File: config.mk
export PLATFORM = sky130hd
export DESIGN_NAME = error_status_bank
export DESIGN_NICKNAME = d
export VERILOG_FILES = /design/src/verilog/error_status_pkg.sv /design/src/verilog/error_status_bank.sv /design/src/verilog/sticky_status_byte.sv
export VERILOG_INCLUDE_DIRS = /design/src /design/src/verilog
export SDC_FILE = /design/constraint.sdc
export NUM_CORES = 1
export LEC_CHECK = 0
export BUFFER_PORTS_ARGS = -buffer_cell sky130_fd_sc_hd__clkbuf_2
export CELL_PAD_IN_SITES_DETAIL_PLACEMENT = 0
export CELL_PAD_IN_SITES_GLOBAL_PLACEMENT = 1
export CORE_MARGIN = 4
export CORE_UTILIZATION = 38
export DETAILED_ROUTE_END_ITERATION = 6
export HOLD_SLACK_MARGIN = 0.15
export PLACE_DENSITY_LB_ADDON = 0.1
export REMOVE_ABC_BUFFERS = 1
export SYNTH_ARGS = -nofsm -noshare
export SYNTH_HDL_FRONTEND = slang
export SYNTH_SLANG_ARGS = --single-unit
export TNS_END_PERCENT = 20
File: constraint.sdc
create_clock -name clk -period 8.5 [get_ports clk]
set_input_delay 0.85 -clock clk [delete_from_list [all_inputs] [get_ports clk]]
set_output_delay 0.85 -clock clk [all_outputs]
set_load 0.005 [all_outputs]
File: src/verilog/error_status_cfg.svh
// Offsets, field positions, reset values and timing for the error status bank.
// Assumes it is included by bare name from the package and the modules.
`ifndef ERROR_STATUS_CFG_SVH
`define ERROR_STATUS_CFG_SVH

// Register offsets
`define CPU2_THROTTLE_ERROR_STATUS_ADDR 8'h45
`define GENERAL_INPUT_ERROR_STATUS_ADDR 8'h46
`define FAN_SPEED_ERROR_STATUS_ADDR 8'h47
`define HOST_ZONE_REGULATOR_ERROR_STATUS_ADDR 8'h48

// Reset value shared by all four registers
`define STATUS_RESET_VALUE 8'h00

// Implemented bits; reserved bits read zero
`define CPU2_THROTTLE_IMPL_MASK 8'hFF
`define GENERAL_INPUT_IMPL_MASK 8'hFF
`define FAN_SPEED_IMPL_MASK 8'h0F
`define HOST_ZONE_IMPL_MASK 8'h3F

// Throttle register fields
`define THROTTLE_EVENT_BIT 0
`define THROTTLE_BIN_0_TO_12_BIT 1
`define THROTTLE_BIN_12_TO_25_BIT 2
`define THROTTLE_BIN_25_TO_50_BIT 3
`define THROTTLE_BIN_50_TO_75_BIT 4
`define THROTTLE_BIN_75_TO_100_BIT 5
`define FULL_THROTTLE_BIT 6
`define CPU2_THROTTLE_LIMIT_ERROR_BIT 7

// Host zone register fields
`define REGULATOR_ONE_HOT_ERROR_BIT 4
`define REGULATOR_TWO_HOT_ERROR_BIT 5

// Sleep masks over {reg48, reg47, reg46, reg45}; 1 means masked
`define FIXED_MASK_S1 32'h0000_0000
`define FIXED_MASK_S3 32'h3000_00FF
`define FIXED_MASK_S45 32'h300F_00FF
`define OPTIONAL_MASK_S1 32'h000F_FF00
`define OPTIONAL_MASK_S3 32'h030F_FF00
`define OPTIONAL_MASK_S45 32'h0300_FF00

// Throttle sampling
`define CLOCK_PERIOD_NS 8
`define THROTTLE_SAMPLE_NS 1000
`define THROTTLE_SAMPLE_CYCLES (`THROTTLE_SAMPLE_NS / `CLOCK_PERIOD_NS)
`define THROTTLE_WINDOW_LOG2 8
`define PERCENT_FULL_SCALE 100

`endif

File: src/verilog/error_status_pkg.sv
// Types for the error status bank.
// Assumes error_status_cfg.svh is on the include path.
package error_status_pkg;
    `include "error_status_cfg.svh"

    typedef enum logic [1:0] {
        SLEEP_S0,
        SLEEP_S1,
        SLEEP_S3,
        SLEEP_S45
    } sleep_state_type;

    typedef logic [7:0] status_byte_type;
endpackage

File: src/verilog/error_status_bank.sv
// Sticky error status bank: throttle bins, general inputs, fans, host zones.
// Assumes a register port from the serial management engine on clk, and
// limit, mask and sleep-state values from neighbouring register logic.
//
// How it works
// - Throttle event bit sets when a window shows any nonzero throttling.
// - Exactly one bin bit among 1..5 sets per window below full throttle, by throttle fraction.
// - Full-throttle bit sets when throttle held the whole window.
// - Limit error bit sets when measured throttling exceeds the user limit.
// - Only throttle limit error of that register feeds board summary.
// - General input error bit sets while its pin is low and unmasked.
// - Fan error bit sets when tach count exceeds its limit.
// - Host summary asserts while any host error status bit is set.
// - Fixed throttle bins never feed the host summary.
// - Status bits stay set after the condition goes until cleared.
// - Clearing has no effect while the condition is still present.
// - Writing one clears a bit; writing zero leaves it unchanged.
// - Reported sleep state suppresses the events masked for it.
// - Optional sleep masking applies only when the mask selects it.
// - Zone 1 and 2 errors set on limit exit; optionally maskable in S3 and S45.
// - Zone 3 and 4 errors set on limit exit; never sleep masked.
// - Regulator hot inputs set bits 4 and 5; masked in S3 and S45.
`timescale 1ns/1ns
`include "error_status_cfg.svh"
module error_status_bank #(
    parameter int TACH_WIDTH = 16,
    parameter int WINDOW_LOG2 = `THROTTLE_WINDOW_LOG2,
    parameter int SAMPLE_CYCLES = `THROTTLE_SAMPLE_CYCLES
) (
    input wire logic clk,
    input wire logic reset_n,
    input wire logic [7:0] regAddr,
    input wire logic regWrite,
    input wire logic [7:0] regWrData,
    output logic [7:0] regRdData,
    input wire logic cpu2ThrottleInput_n,
    input wire logic [6:0] throttleLimitPercent,
    input wire logic [7:0] generalPurposePin,
    input wire logic [7:0] generalInputErrorMask,
    input wire logic [4*TACH_WIDTH-1:0] fanTachCount,
    input wire logic [4*TACH_WIDTH-1:0] fanTachLimit,
    input wire logic [3:0] zoneOutOfLimit,
    input wire logic regulatorOneHotInput_n,
    input wire logic regulatorTwoHotInput_n,
    input wire error_status_pkg::sleep_state_type sleepState,
    input wire logic [31:0] sleepOptMaskS1,
    input wire logic [31:0] sleepOptMaskS3,
    input wire logic [31:0] sleepOptMaskS45,
    output logic boardMgmtErrorSummary,
    output logic hostErrorSummary
);
    import error_status_pkg::*;

    localparam int CNT_W = WINDOW_LOG2 + 1;
    localparam int PROD_W = CNT_W + 7;
    localparam int SAMPLE_W = $clog2(SAMPLE_CYCLES + 1);

    // Pin synchronisers: stage one feeds stage two only
    logic [10:0] pinMeta_reg;
    logic [10:0] pinSync_reg;

    always_ff @(posedge clk or negedge reset_n) begin
        if (!reset_n) begin
            pinMeta_reg <= 11'h7FF;
            pinSync_reg <= 11'h7FF;
        end else begin
            pinMeta_reg <= {regulatorTwoHotInput_n, regulatorOneHotInput_n,
                            cpu2ThrottleInput_n, generalPurposePin};
            pinSync_reg <= pinMeta_reg;
        end
    end

    wire [7:0] gpiLow = ~pinSync_reg[7:0];
    wire throttleActive = ~pinSync_reg[8];
    wire regOneHot = ~pinSync_reg[9];
    wire regTwoHot = ~pinSync_reg[10];

    // Sample enable divider
    logic [SAMPLE_W-1:0] sampleCnt_reg;
    logic sampleEn_reg;
    wire sampleWrap = (sampleCnt_reg == SAMPLE_W'(SAMPLE_CYCLES - 1));

    always_ff @(posedge clk or negedge reset_n) begin
        if (!reset_n) begin
            sampleCnt_reg <= '0;
            sampleEn_reg <= 1'b0;
        end else begin
            sampleCnt_reg <= sampleWrap ? '0 : sampleCnt_reg + 1'b1;
            sampleEn_reg <= sampleWrap;
        end
    end

    // Throttle duty measurement over 2**WINDOW_LOG2 samples
    logic [WINDOW_LOG2-1:0] winCnt_reg;
    logic [CNT_W-1:0] hotCnt_reg;
    logic [CNT_W-1:0] result_reg;
    logic resultValid_reg;
    wire winLast = (winCnt_reg == {WINDOW_LOG2{1'b1}});
    wire [CNT_W-1:0] hotCntNext = hotCnt_reg + CNT_W'(throttleActive);

    always_ff @(posedge clk or negedge reset_n) begin
        if (!reset_n) begin
            winCnt_reg <= '0;
            hotCnt_reg <= '0;
            result_reg <= '0;
            resultValid_reg <= 1'b0;
        end else begin
            resultValid_reg <= sampleEn_reg && winLast;
            if (sampleEn_reg) begin
                winCnt_reg <= winCnt_reg + 1'b1;
                hotCnt_reg <= winLast ? '0 : hotCntNext;
                if (winLast) begin
                    result_reg <= hotCntNext;
                end
            end
        end
    end

    // Classification of a finished window
    wire fullThrottle = result_reg[CNT_W-1];
    wire [2:0] eighths = result_reg[WINDOW_LOG2-1:WINDOW_LOG2-3];
    wire [PROD_W-1:0] measuredScaled =
        PROD_W'(result_reg) * PROD_W'(`PERCENT_FULL_SCALE);
    wire [PROD_W-1:0] limitScaled =
        PROD_W'(throttleLimitPercent) << WINDOW_LOG2;
    logic [7:0] throttleEvents;

    always_comb begin
        throttleEvents = 8'h00;
        throttleEvents[`THROTTLE_EVENT_BIT] = |result_reg;
        throttleEvents[`FULL_THROTTLE_BIT] = fullThrottle;
        throttleEvents[`CPU2_THROTTLE_LIMIT_ERROR_BIT] =
            measuredScaled > limitScaled;
        if (!fullThrottle) begin
            case (eighths)
                3'h0: throttleEvents[`THROTTLE_BIN_0_TO_12_BIT] = 1'b1;
                3'h1: throttleEvents[`THROTTLE_BIN_12_TO_25_BIT] = 1'b1;
                3'h2, 3'h3: throttleEvents[`THROTTLE_BIN_25_TO_50_BIT] = 1'b1;
                3'h4, 3'h5: throttleEvents[`THROTTLE_BIN_50_TO_75_BIT] = 1'b1;
                default: throttleEvents[`THROTTLE_BIN_75_TO_100_BIT] = 1'b1;
            endcase
        end
        if (!resultValid_reg) begin
            throttleEvents = 8'h00;
        end
    end

    // Fan tach comparisons
    logic [3:0] fanOver;
    genvar f;
    generate
        for (f = 0; f < 4; f = f + 1) begin : gFan
            assign fanOver[f] =
                fanTachCount[f*TACH_WIDTH +: TACH_WIDTH] >
                fanTachLimit[f*TACH_WIDTH +: TACH_WIDTH];
        end
    endgenerate

    // Raw conditions over {reg48, reg47, reg46, reg45}
    wire [7:0] gpiCond = gpiLow & ~generalInputErrorMask;
    wire [7:0] fanCond = {4'h0, fanOver};
    wire [7:0] hostCond = {2'b00, regTwoHot, regOneHot,
                           zoneOutOfLimit};
    wire [31:0] rawCond = {hostCond, fanCond, gpiCond, throttleEvents};

    // Sleep masking: fixed part always, optional part by mask select
    logic [31:0] sleepMask;

    always_comb begin
        case (sleepState)
            SLEEP_S1: sleepMask = `FIXED_MASK_S1 |
                (`OPTIONAL_MASK_S1 & sleepOptMaskS1);
            SLEEP_S3: sleepMask = `FIXED_MASK_S3 |
                (`OPTIONAL_MASK_S3 & sleepOptMaskS3);
            SLEEP_S45: sleepMask = `FIXED_MASK_S45 |
                (`OPTIONAL_MASK_S45 & sleepOptMaskS45);
            default: sleepMask = 32'h0000_0000;
        endcase
    end

    wire [31:0] setCond = rawCond & ~sleepMask;

    // Write-one-to-clear strobes
    wire wr45 = regWrite && (regAddr == `CPU2_THROTTLE_ERROR_STATUS_ADDR);
    wire wr46 = regWrite && (regAddr == `GENERAL_INPUT_ERROR_STATUS_ADDR);
    wire wr47 = regWrite && (regAddr == `FAN_SPEED_ERROR_STATUS_ADDR);
    wire wr48 = regWrite &&
        (regAddr == `HOST_ZONE_REGULATOR_ERROR_STATUS_ADDR);
    wire [7:0] clr45 = wr45 ? regWrData : 8'h00;
    wire [7:0] clr46 = wr46 ? regWrData : 8'h00;
    wire [7:0] clr47 = wr47 ? regWrData : 8'h00;
    wire [7:0] clr48 = wr48 ? regWrData : 8'h00;

    status_byte_type cpu2ThrottleStatus;
    status_byte_type generalInputStatus;
    status_byte_type fanSpeedStatus;
    status_byte_type hostZoneStatus;

    // Sticky bits: held until cleared, set beats clear
    sticky_status_byte #(
        .IMPL_MASK(`CPU2_THROTTLE_IMPL_MASK)
    ) uThrottle (
        .clk(clk),
        .reset_n(reset_n),
        .setBits(setCond[7:0]),
        .clearBits(clr45),
        .value(cpu2ThrottleStatus)
    );

    sticky_status_byte #(
        .IMPL_MASK(`GENERAL_INPUT_IMPL_MASK)
    ) uGeneralInput (
        .clk(clk),
        .reset_n(reset_n),
        .setBits(setCond[15:8]),
        .clearBits(clr46),
        .value(generalInputStatus)
    );

    sticky_status_byte #(
        .IMPL_MASK(`FAN_SPEED_IMPL_MASK)
    ) uFanSpeed (
        .clk(clk),
        .reset_n(reset_n),
        .setBits(setCond[23:16]),
        .clearBits(clr47),
        .value(fanSpeedStatus)
    );

    sticky_status_byte #(
        .IMPL_MASK(`HOST_ZONE_IMPL_MASK)
    ) uHostZone (
        .clk(clk),
        .reset_n(reset_n),
        .setBits(setCond[31:24]),
        .clearBits(clr48),
        .value(hostZoneStatus)
    );

    // Read mux; unmapped offsets read zero
    logic [7:0] rdSelect;

    always_comb begin
        case (regAddr)
            `CPU2_THROTTLE_ERROR_STATUS_ADDR: rdSelect = cpu2ThrottleStatus;
            `GENERAL_INPUT_ERROR_STATUS_ADDR: rdSelect = generalInputStatus;
            `FAN_SPEED_ERROR_STATUS_ADDR: rdSelect = fanSpeedStatus;
            `HOST_ZONE_REGULATOR_ERROR_STATUS_ADDR: rdSelect = hostZoneStatus;
            default: rdSelect = 8'h00;
        endcase
    end

    // Summaries; bins of the throttle register feed neither
    wire boardSummaryNext =
        cpu2ThrottleStatus[`CPU2_THROTTLE_LIMIT_ERROR_BIT] |
        (|generalInputStatus) | (|fanSpeedStatus);
    wire hostSummaryNext = |hostZoneStatus;

    always_ff @(posedge clk or negedge reset_n) begin
        if (!reset_n) begin
            regRdData <= 8'h00;
            boardMgmtErrorSummary <= 1'b0;
            hostErrorSummary <= 1'b0;
        end else begin
            regRdData <= rdSelect;
            boardMgmtErrorSummary <= boardSummaryNext;
            hostErrorSummary <= hostSummaryNext;
        end
    end
endmodule

File: src/verilog/sticky_status_byte.sv
// One write-one-to-clear sticky status register.
// Assumes set and clear come from logic on the same clock.
`timescale 1ns/1ns
`include "error_status_cfg.svh"
module sticky_status_byte #(
    parameter logic [7:0] IMPL_MASK = 8'hFF
) (
    input wire logic clk,
    input wire logic reset_n,
    input wire logic [7:0] setBits,
    input wire logic [7:0] clearBits,
    output logic [7:0] value
);
    import error_status_pkg::*;

    logic [7:0] value_reg;
    logic [7:0] value_next;

    // Set wins over a clear in the same cycle
    assign value_next = ((value_reg & ~clearBits) | setBits) & IMPL_MASK;
    assign value = value_reg;

    always_ff @(posedge clk or negedge reset_n) begin
        if (!reset_n) begin
            value_reg <= `STATUS_RESET_VALUE;
        end else begin
            value_reg <= value_next;
        end
    end
endmodule

==> flow_metrics.env, run 1 <==
export IMPL_swShare_pct=24.7
export IMPL_synth_cell_type_count=51
export IMPL_htreeDepth=3
export IMPL_crit_required_ps=8720
export IMPL_overflow=0
export IMPL_period_share_pct=45.5
export IMPL_start_util_pct=39.2
export IMPL_violations="DRC"
export IMPL_timing_rr_start="result_reg[3]$_DFFE_PN0P_"
export IMPL_worst_path_most_repeated_cell="ha_1"
export IMPL_rsz0062_at_grt="no"
export IMPL_arrival_ps=4080
export IMPL_seqPwrFrac_pct=44.5
export IMPL_wl_per_cell_um=15.5
export IMPL_die_area_sq_um=19500
export IMPL_antenna_found_initial=0
export IMPL_total_power_mw=1.02
export IMPL_port_buffers=224
export IMPL_syn_cell_area_sq_um=6600
export IMPL_num_vias=5721
export IMPL_stdcell_area_sq_um=8250
export IMPL_synth_seq_area_share_pct=35.7
export IMPL_ios=285
export IMPL_ctsResizeCount=0
export IMPL_fin_setup_tns_ps=0
export IMPL_postRouteAntennaNets=0
export IMPL_hpwl_um=15300
export IMPL_setup_viol=0
export IMPL_clock_latency_ps=350
export IMPL_rows=47
export IMPL_grtUsageTotal_pct=17.9
export IMPL_clkPwrFrac_pct=41.1
export IMPL_cts_buffers=9
export IMPL_synth_async_reset_ratio_pct=100
export IMPL_synth_warnings=0
export IMPL_detailed_place_area_sq_um=7930
export IMPL_tightestPinTransition_ps=1030
export IMPL_vdd_drop_max_uv=139
export IMPL_p_per_area_nw_per_um2=124
export IMPL_drt_iter0_markers=184
export IMPL_nFillCells=1636
export IMPL_cts_root_buffer="clkbuf_16"
export IMPL_synth_cells=711
export IMPL_hold_path_class="input pin to asynchronous set/reset pin"
export IMPL_cts_num_sinks=93
export IMPL_synth_seq_cells=93
export IMPL_synth_edf_count=0
export IMPL_cts_max_path_buffers=2
export IMPL_critical_path_endpoint_type="register"
export IMPL_cp_max_fo=5
export IMPL_routabilityCongestion=0.913
export IMPL_synthFlopType="dfrtp_1"
export IMPL_p_int_mw=0.770
export IMPL_syn_area_per_cell_sq_um=9.28
export IMPL_vias_per_cell=4.94
export IMPL_diodes=0
export IMPL_hold_buffers=0
export IMPL_crit_chain="inv_1 -> ha_1 -> ha_1 -> fa_1 -> ha_1 -> o21ai_0 -> o21bai_1 -> a21oi_1 -> o21ai_0 -> xor2_1 -> ha_1 -> a211oi_1 -> o22ai_1 -> o21ai_0 -> o211ai_1"
export IMPL_grt_pass1_wl_um=28500
export IMPL_grt_pass1_vias=5777
export IMPL_die_y_um=140
export IMPL_power_leakage_nw=4.57
export IMPL_route_detailed_drc=2
export IMPL_worstSetupPathType="register to register"
export IMPL_drv_cap=0
export IMPL_outcome="finished, violations left"
export IMPL_power_frac_comb_pct=14.4
export IMPL_grt_max_degree=85
export IMPL_hold_viol_final=0
export IMPL_fin_skew_ps=7.96
export IMPL_critical_path_startpoint="result_reg[3]$_DFFE_PN0P_"
export IMPL_drive_gt1_share_pct=29.7
export IMPL_coreArea_sq_um=16800
export IMPL_cpMaxStageDelayCell="fa_1"
export IMPL_fmax_ghz=0.259
export IMPL_drtPass1Iterations=7
export IMPL_max_stage_delay_ps=470
export IMPL_maxSlewViolCount=0
export IMPL_crit_path_start_kind="register"
export IMPL_cts_tree="done"
export IMPL_die_w_um=140
export IMPL_max_slew_margin_pct=31.3
export IMPL_drt_wl_total_um=18000
export IMPL_postCtsSetupBuffers=0
export IMPL_nets=1328
export IMPL_p_switching_mw=0.252
export IMPL_area_growth_pct=25.0
export IMPL_path_clk_slew_ps=70
export IMPL_timing_final_crit_period_ps=3870
==> cells by family (layout without fill, tap and decap cells) <==
logic type | Yosys count | count (layout) | share of synthesized area [%]
compound gates | 143 | 143 | 14.2
flops | 93 | 93 | 35.7
fa+ha+maj | 121 | 121 | 23.4
mux | 11 | 11 | 1.88
xor+xnor | 27 | 27 | 3.58
buf+inv | 112 | 338 | 6.62
simple gates | 204 | 204 | 14.7
==> layout make-up <==
type                            instances  area [sq um]  area share [%]
Clock buffer                           10           239            2.90
Clock inverter                          6          76.3           0.925
Inverter                               97           364            4.41
Multi-Input combinational cell        506          3810            46.2
Sequential cell                        93          2350            28.5
Tap cell                              220           275            3.34
Timing Repair Buffer                  225          1130            13.7
==> cells in the mapped netlist, types with 2 or more instances <==
cell      count  area [sq um]
a211o_1       2          17.5
a211oi_1      4          30.0
a21o_1       10          75.1
a21oi_1      35           175
a222oi_1      4          40.0
a22o_1       20           175
a22oi_1      10          75.1
a31oi_1       2          12.5
and2_1        4          25.0
and3_1        7          43.8
and4_1        2          17.5
and4b_1       2          20.0
buf_2         4          20.0
buf_4         3          22.5
clkbuf_1      7          26.3
dfrtp_1      71          1780
dfstp_2      22           578
fa_1          4          80.1
ha_1        117          1460
inv_1        97           364
mux2_2       11           124
nand2_1      87           327
nand3_1      18          90.1
nand4_1      15          93.8
nor2_1       43           161
nor2b_1       7          43.8
nor3_1        6          30.0
nor4_1        5          31.3
o21ai_0      38           190
o21bai_1      4          30.0
o22ai_1       5          31.3
xnor2_1      16           140
xor2_1       11          96.3
==> layout by cell type (no fill, tap or decap), types with 18 or more instances in the layout <==
cell type / n
nand2_1: 87
clkbuf_2: 223
ha_1: 117
o21ai_0: 38
inv_1: 97
a21oi_1: 35
dfstp_2: 22
nand3_1: 18
nor2_1: 43
dfrtp_1: 71
a22o_1: 20
==> through the flow <==
stage / utilization (%) / std cells / hold slack, ps / worst slack [ps]
2_1_floorplan: - / 696 / 345 / 5000
3_3_place_gp: 47.2 / 1141 / 346 / 4630
3_5_place_dp: 47.2 / 1141 / 348 / 4600
4_1_cts: 49.0 / 1157 / 302 / 4580
5_1_grt: 49.0 / 1157 / 303 / 4270
6_report: 49.0 / 1157 / 314 / 4630
==> final timing paths <==
path	cells past startpoint	endpoint	slack (ps)
max	15	uThrottle.value[7]$_DFF_PN0_	4630
min	1	sampleCnt_reg[3]$_DFF_PN0_	310
max reg2reg	15	uThrottle.value[7]$_DFF_PN0_	4630
min reg2reg	0	pinSync_reg[5]$_DFF_PN1_	360
max in group asynchronous	2	uGeneralInput.value[2]$_DFF_PN0_	6950
min in group clk	0	pinSync_reg[5]$_DFF_PN1_	360
==> routing by layer <==
metal / track usage, % / vias up / part of all wire (%)
met5: 0 / - / 0
met4: 3.62 / 0 / 0.93
met3: 3.77 / 13 / 5.8
met2: 31.5 / 167 / 50
met1: 22.9 / 2629 / 43
li1: - / 2912 / -
==> power by group through the flow <==
stage                     logic, mW  clock network (mW)  registers (mW)
after detailed placement      0.150                   0           0.463
final                         0.147               0.420           0.455
after CTS                     0.151               0.433           0.455
after floorplan              0.0663                   0           0.462
after global placement        0.145                   0           0.463
after global routing          0.169               0.451           0.455
==> critical path: cells and delay by family, from the launching register on <==
family | cells | cell delay (ps)
DFF | 1 | 440
buffers and inverters | 1 | 70
AOI/OAI and AO/OA | 8 | 1420
adders and majority gates | 5 | 1630
xor gates and xnor gates | 1 | 160
(Power assumes the default switching activity.)
==> run 2: changes to the inputs <==
CORE_UTILIZATION = 35   (was 38)
clock period = 3.6 ns   (was 8.5 ns; I/O delays follow)
==> run 2 against run 1 <==
The flow now finishes without violations; critical path depth is 2 higher; sequential share of layout area shrank 1.3 points; non-clock buffer count is 29 higher; clock skew hardly changed; clock power rose by 110%; sequential power rose by 140%; largest power group unchanged; highest routed layer unchanged.
==> flow_metrics.env, run 2 (synthesized netlist as in run 1, its figures left out) <==
export IMPL_cts_root_buffer="clkbuf_16"
export IMPL_diodes=0
export IMPL_critical_path_endpoint_type="register"
export IMPL_fin_ws_ps=53.9
export IMPL_grt_pass1_vias=5811
export IMPL_area_growth_pct=30.9
export IMPL_globalRouteMet3Util_pct=4.18
export IMPL_start_util_pct=36.1
export IMPL_crit_chain="inv_1 -> ha_4 -> ha_4 -> fa_1 -> ha_4 -> a21oi_4 -> nor2b_4 -> nor3_2 -> nor2_2 -> o41a_1 -> xor2_1 -> ha_1 -> nand4_1 -> nor2_1 -> a21oi_1 -> o21ai_1 -> o211ai_1"
export IMPL_drt_wl_total_um=18100
export IMPL_ios=285
export IMPL_drt_iter0_markers=175
export IMPL_coreArea_sq_um=18300
export IMPL_clock_latency_ps=340
export IMPL_fin_setup_tns_ps=0
export IMPL_crit_required_ps=3820
export IMPL_cp_depth=17
export IMPL_cts_buffers=9
export IMPL_rows=49
export IMPL_layout_commonest_cell="clkbuf_2"
export IMPL_num_vias=5714
export IMPL_fmax_ghz=0.282
export IMPL_die_area_sq_um=21100
export IMPL_fin_skew_ps=7.58
export IMPL_worst_r2r_path_depth=17
export IMPL_cts_max_path_buffers=2
export IMPL_reg2reg_slack_ps=50
export IMPL_outcome="complete, no violations"
export IMPL_antenna_found_initial=0
export IMPL_htreeDepth=3
export IMPL_vias_per_cell=4.78
export IMPL_max_slew_margin_pct=50.3
export IMPL_port_buffers=224
export IMPL_crit_path_start_kind="register"
export IMPL_cts_num_sinks=93
export IMPL_overflow=0
export IMPL_arrival_ps=3760
export IMPL_total_power_mw=2.33
export IMPL_tightestPinTransition_ps=746
export IMPL_hold_viol_final=0
export IMPL_vdd_drop_max_uv=265
export IMPL_postRouteAntennaNets=0
export IMPL_path_clk_slew_ps=70
export IMPL_drv_cap=0
export IMPL_grt_max_degree=61
export IMPL_post_place_cells=1163
export IMPL_die_y_um=145
export IMPL_wl_per_cell_um=15.1
export IMPL_hpwl_um=15100
export IMPL_path_buf_inv=1
export IMPL_p_per_area_nw_per_um2=269
export IMPL_critPathTopFamily="adder cells"
export IMPL_timing_rr_start="result_reg[2]$_DFFE_PN0P_"
export IMPL_drive_gt1_share_pct=32.6
export IMPL_routabilityCongestion=0.776
export IMPL_grt_pass1_wl_um=29300
export IMPL_grt_use_met2_pct=29.8
export IMPL_timing_final_crit_period_ps=3550
export IMPL_power_leakage_nw=4.66
export IMPL_cts_tree="done"
export IMPL_timing_rr_end="uThrottle.value[7]$_DFF_PN0_"
export IMPL_max_stage_delay_ps=560
export IMPL_layout_common_cells="clkbuf_2, ha_1, inv_1, nand2_1, dfrtp_1"
export IMPL_maxSlewViolCount=0
export IMPL_cp_max_fo=3
export IMPL_nets=1357
export IMPL_die_w_um=145
export IMPL_drtPass1Iterations=4
export IMPL_cp_endpoint="uThrottle.value[7]$_DFF_PN0_"
export IMPL_top_usage_layer="met2"
export IMPL_hold_path_class="input pin to register"
export IMPL_dp_slack_ps=-84.7
export IMPL_critical_path_startpoint="result_reg[2]$_DFFE_PN0P_"
export IMPL_setup_viol=0
export IMPL_route_detailed_drc=0
export IMPL_period_share_pct=98.5
export IMPL_fin_cells=1195
export IMPL_worstSetupPathType="register to register"
export IMPL_cpMaxStageDelayCell="fa_1"
export IMPL_worst_path_most_repeated_cell="ha_4"
export IMPL_met1_usage_pct=21.6
export IMPL_grtUsageTotal_pct=17.0
export IMPL_post_route_util_pct=47.3
export IMPL_rsz0062_at_grt="yes"
run 2: cell count changes in the layout (fill, tap and decap cells not counted), sizes merged:
cell and delta:
buf +17, dlygate4sd3 +12, inv -2, bufinv -1, clkbuf +1, clkinv +1, clkinvlp +1
run 2: layout make-up:
class / count / area, sq um
clock buffer: 11 / 243
clock inverter: 5 / 42.5
fill: 1808 / 9630
inverter: 97 / 364
multi-input combinational: 506 / 3960
sequential: 93 / 2360
tap: 229 / 287
timing repair buffer: 254 / 1380
run 2: worst min path at each step:
stage                             startpoint                         endpoint  slack, ps  depth (start not counted)
floorplan                            reset_n  boardMgmtErrorSummary$_DFF_PN0_         60                          0
global placement    pinMeta_reg[7]$_DFF_PN1_         pinSync_reg[7]$_DFF_PN1_        350                          0
detailed placement  pinMeta_reg[3]$_DFF_PN1_         pinSync_reg[3]$_DFF_PN1_        350                          0
CTS                        zoneOutOfLimit[3]     uHostZone.value[3]$_DFF_PN0_        190                          2
global route               zoneOutOfLimit[2]     uHostZone.value[2]$_DFF_PN0_        200                          2
finish                     zoneOutOfLimit[3]     uHostZone.value[3]$_DFF_PN0_        210                          2
run 2: routing by layer:
metal	vias to the layer above	wire length (um)
met5	-	0
met4	0	123
met3	10	922
met2	135	9000
met1	2618	8030
li1	2951	-
run 2: stage by stage:
stage               hold slack (ps)  instance area, sq um
floorplan                      64.4                  6530
global placement                345                  8040
detailed placement              347                  8040
CTS                             194                  8540
global route                    202                  8640
finish                          209                  8640
run 2: timing repair:
item,CTS,global route
gates resized for setup,11,18
setup buffers,3,1
pin swaps,12,15
hold buffers,12,0
endpoints found under the hold margin,55,0
setup endpoints to repair,1,1
run 2: where the power goes:
group	leakage [nW]	switching (mW)	internal (mW)	total, mW
combinational	3.42	0.170	0.187	0.357
clock	0.137	0.403	0.494	0.897
sequential	1.10	0.00455	1.07	1.07
total	4.66	0.578	1.75	2.33
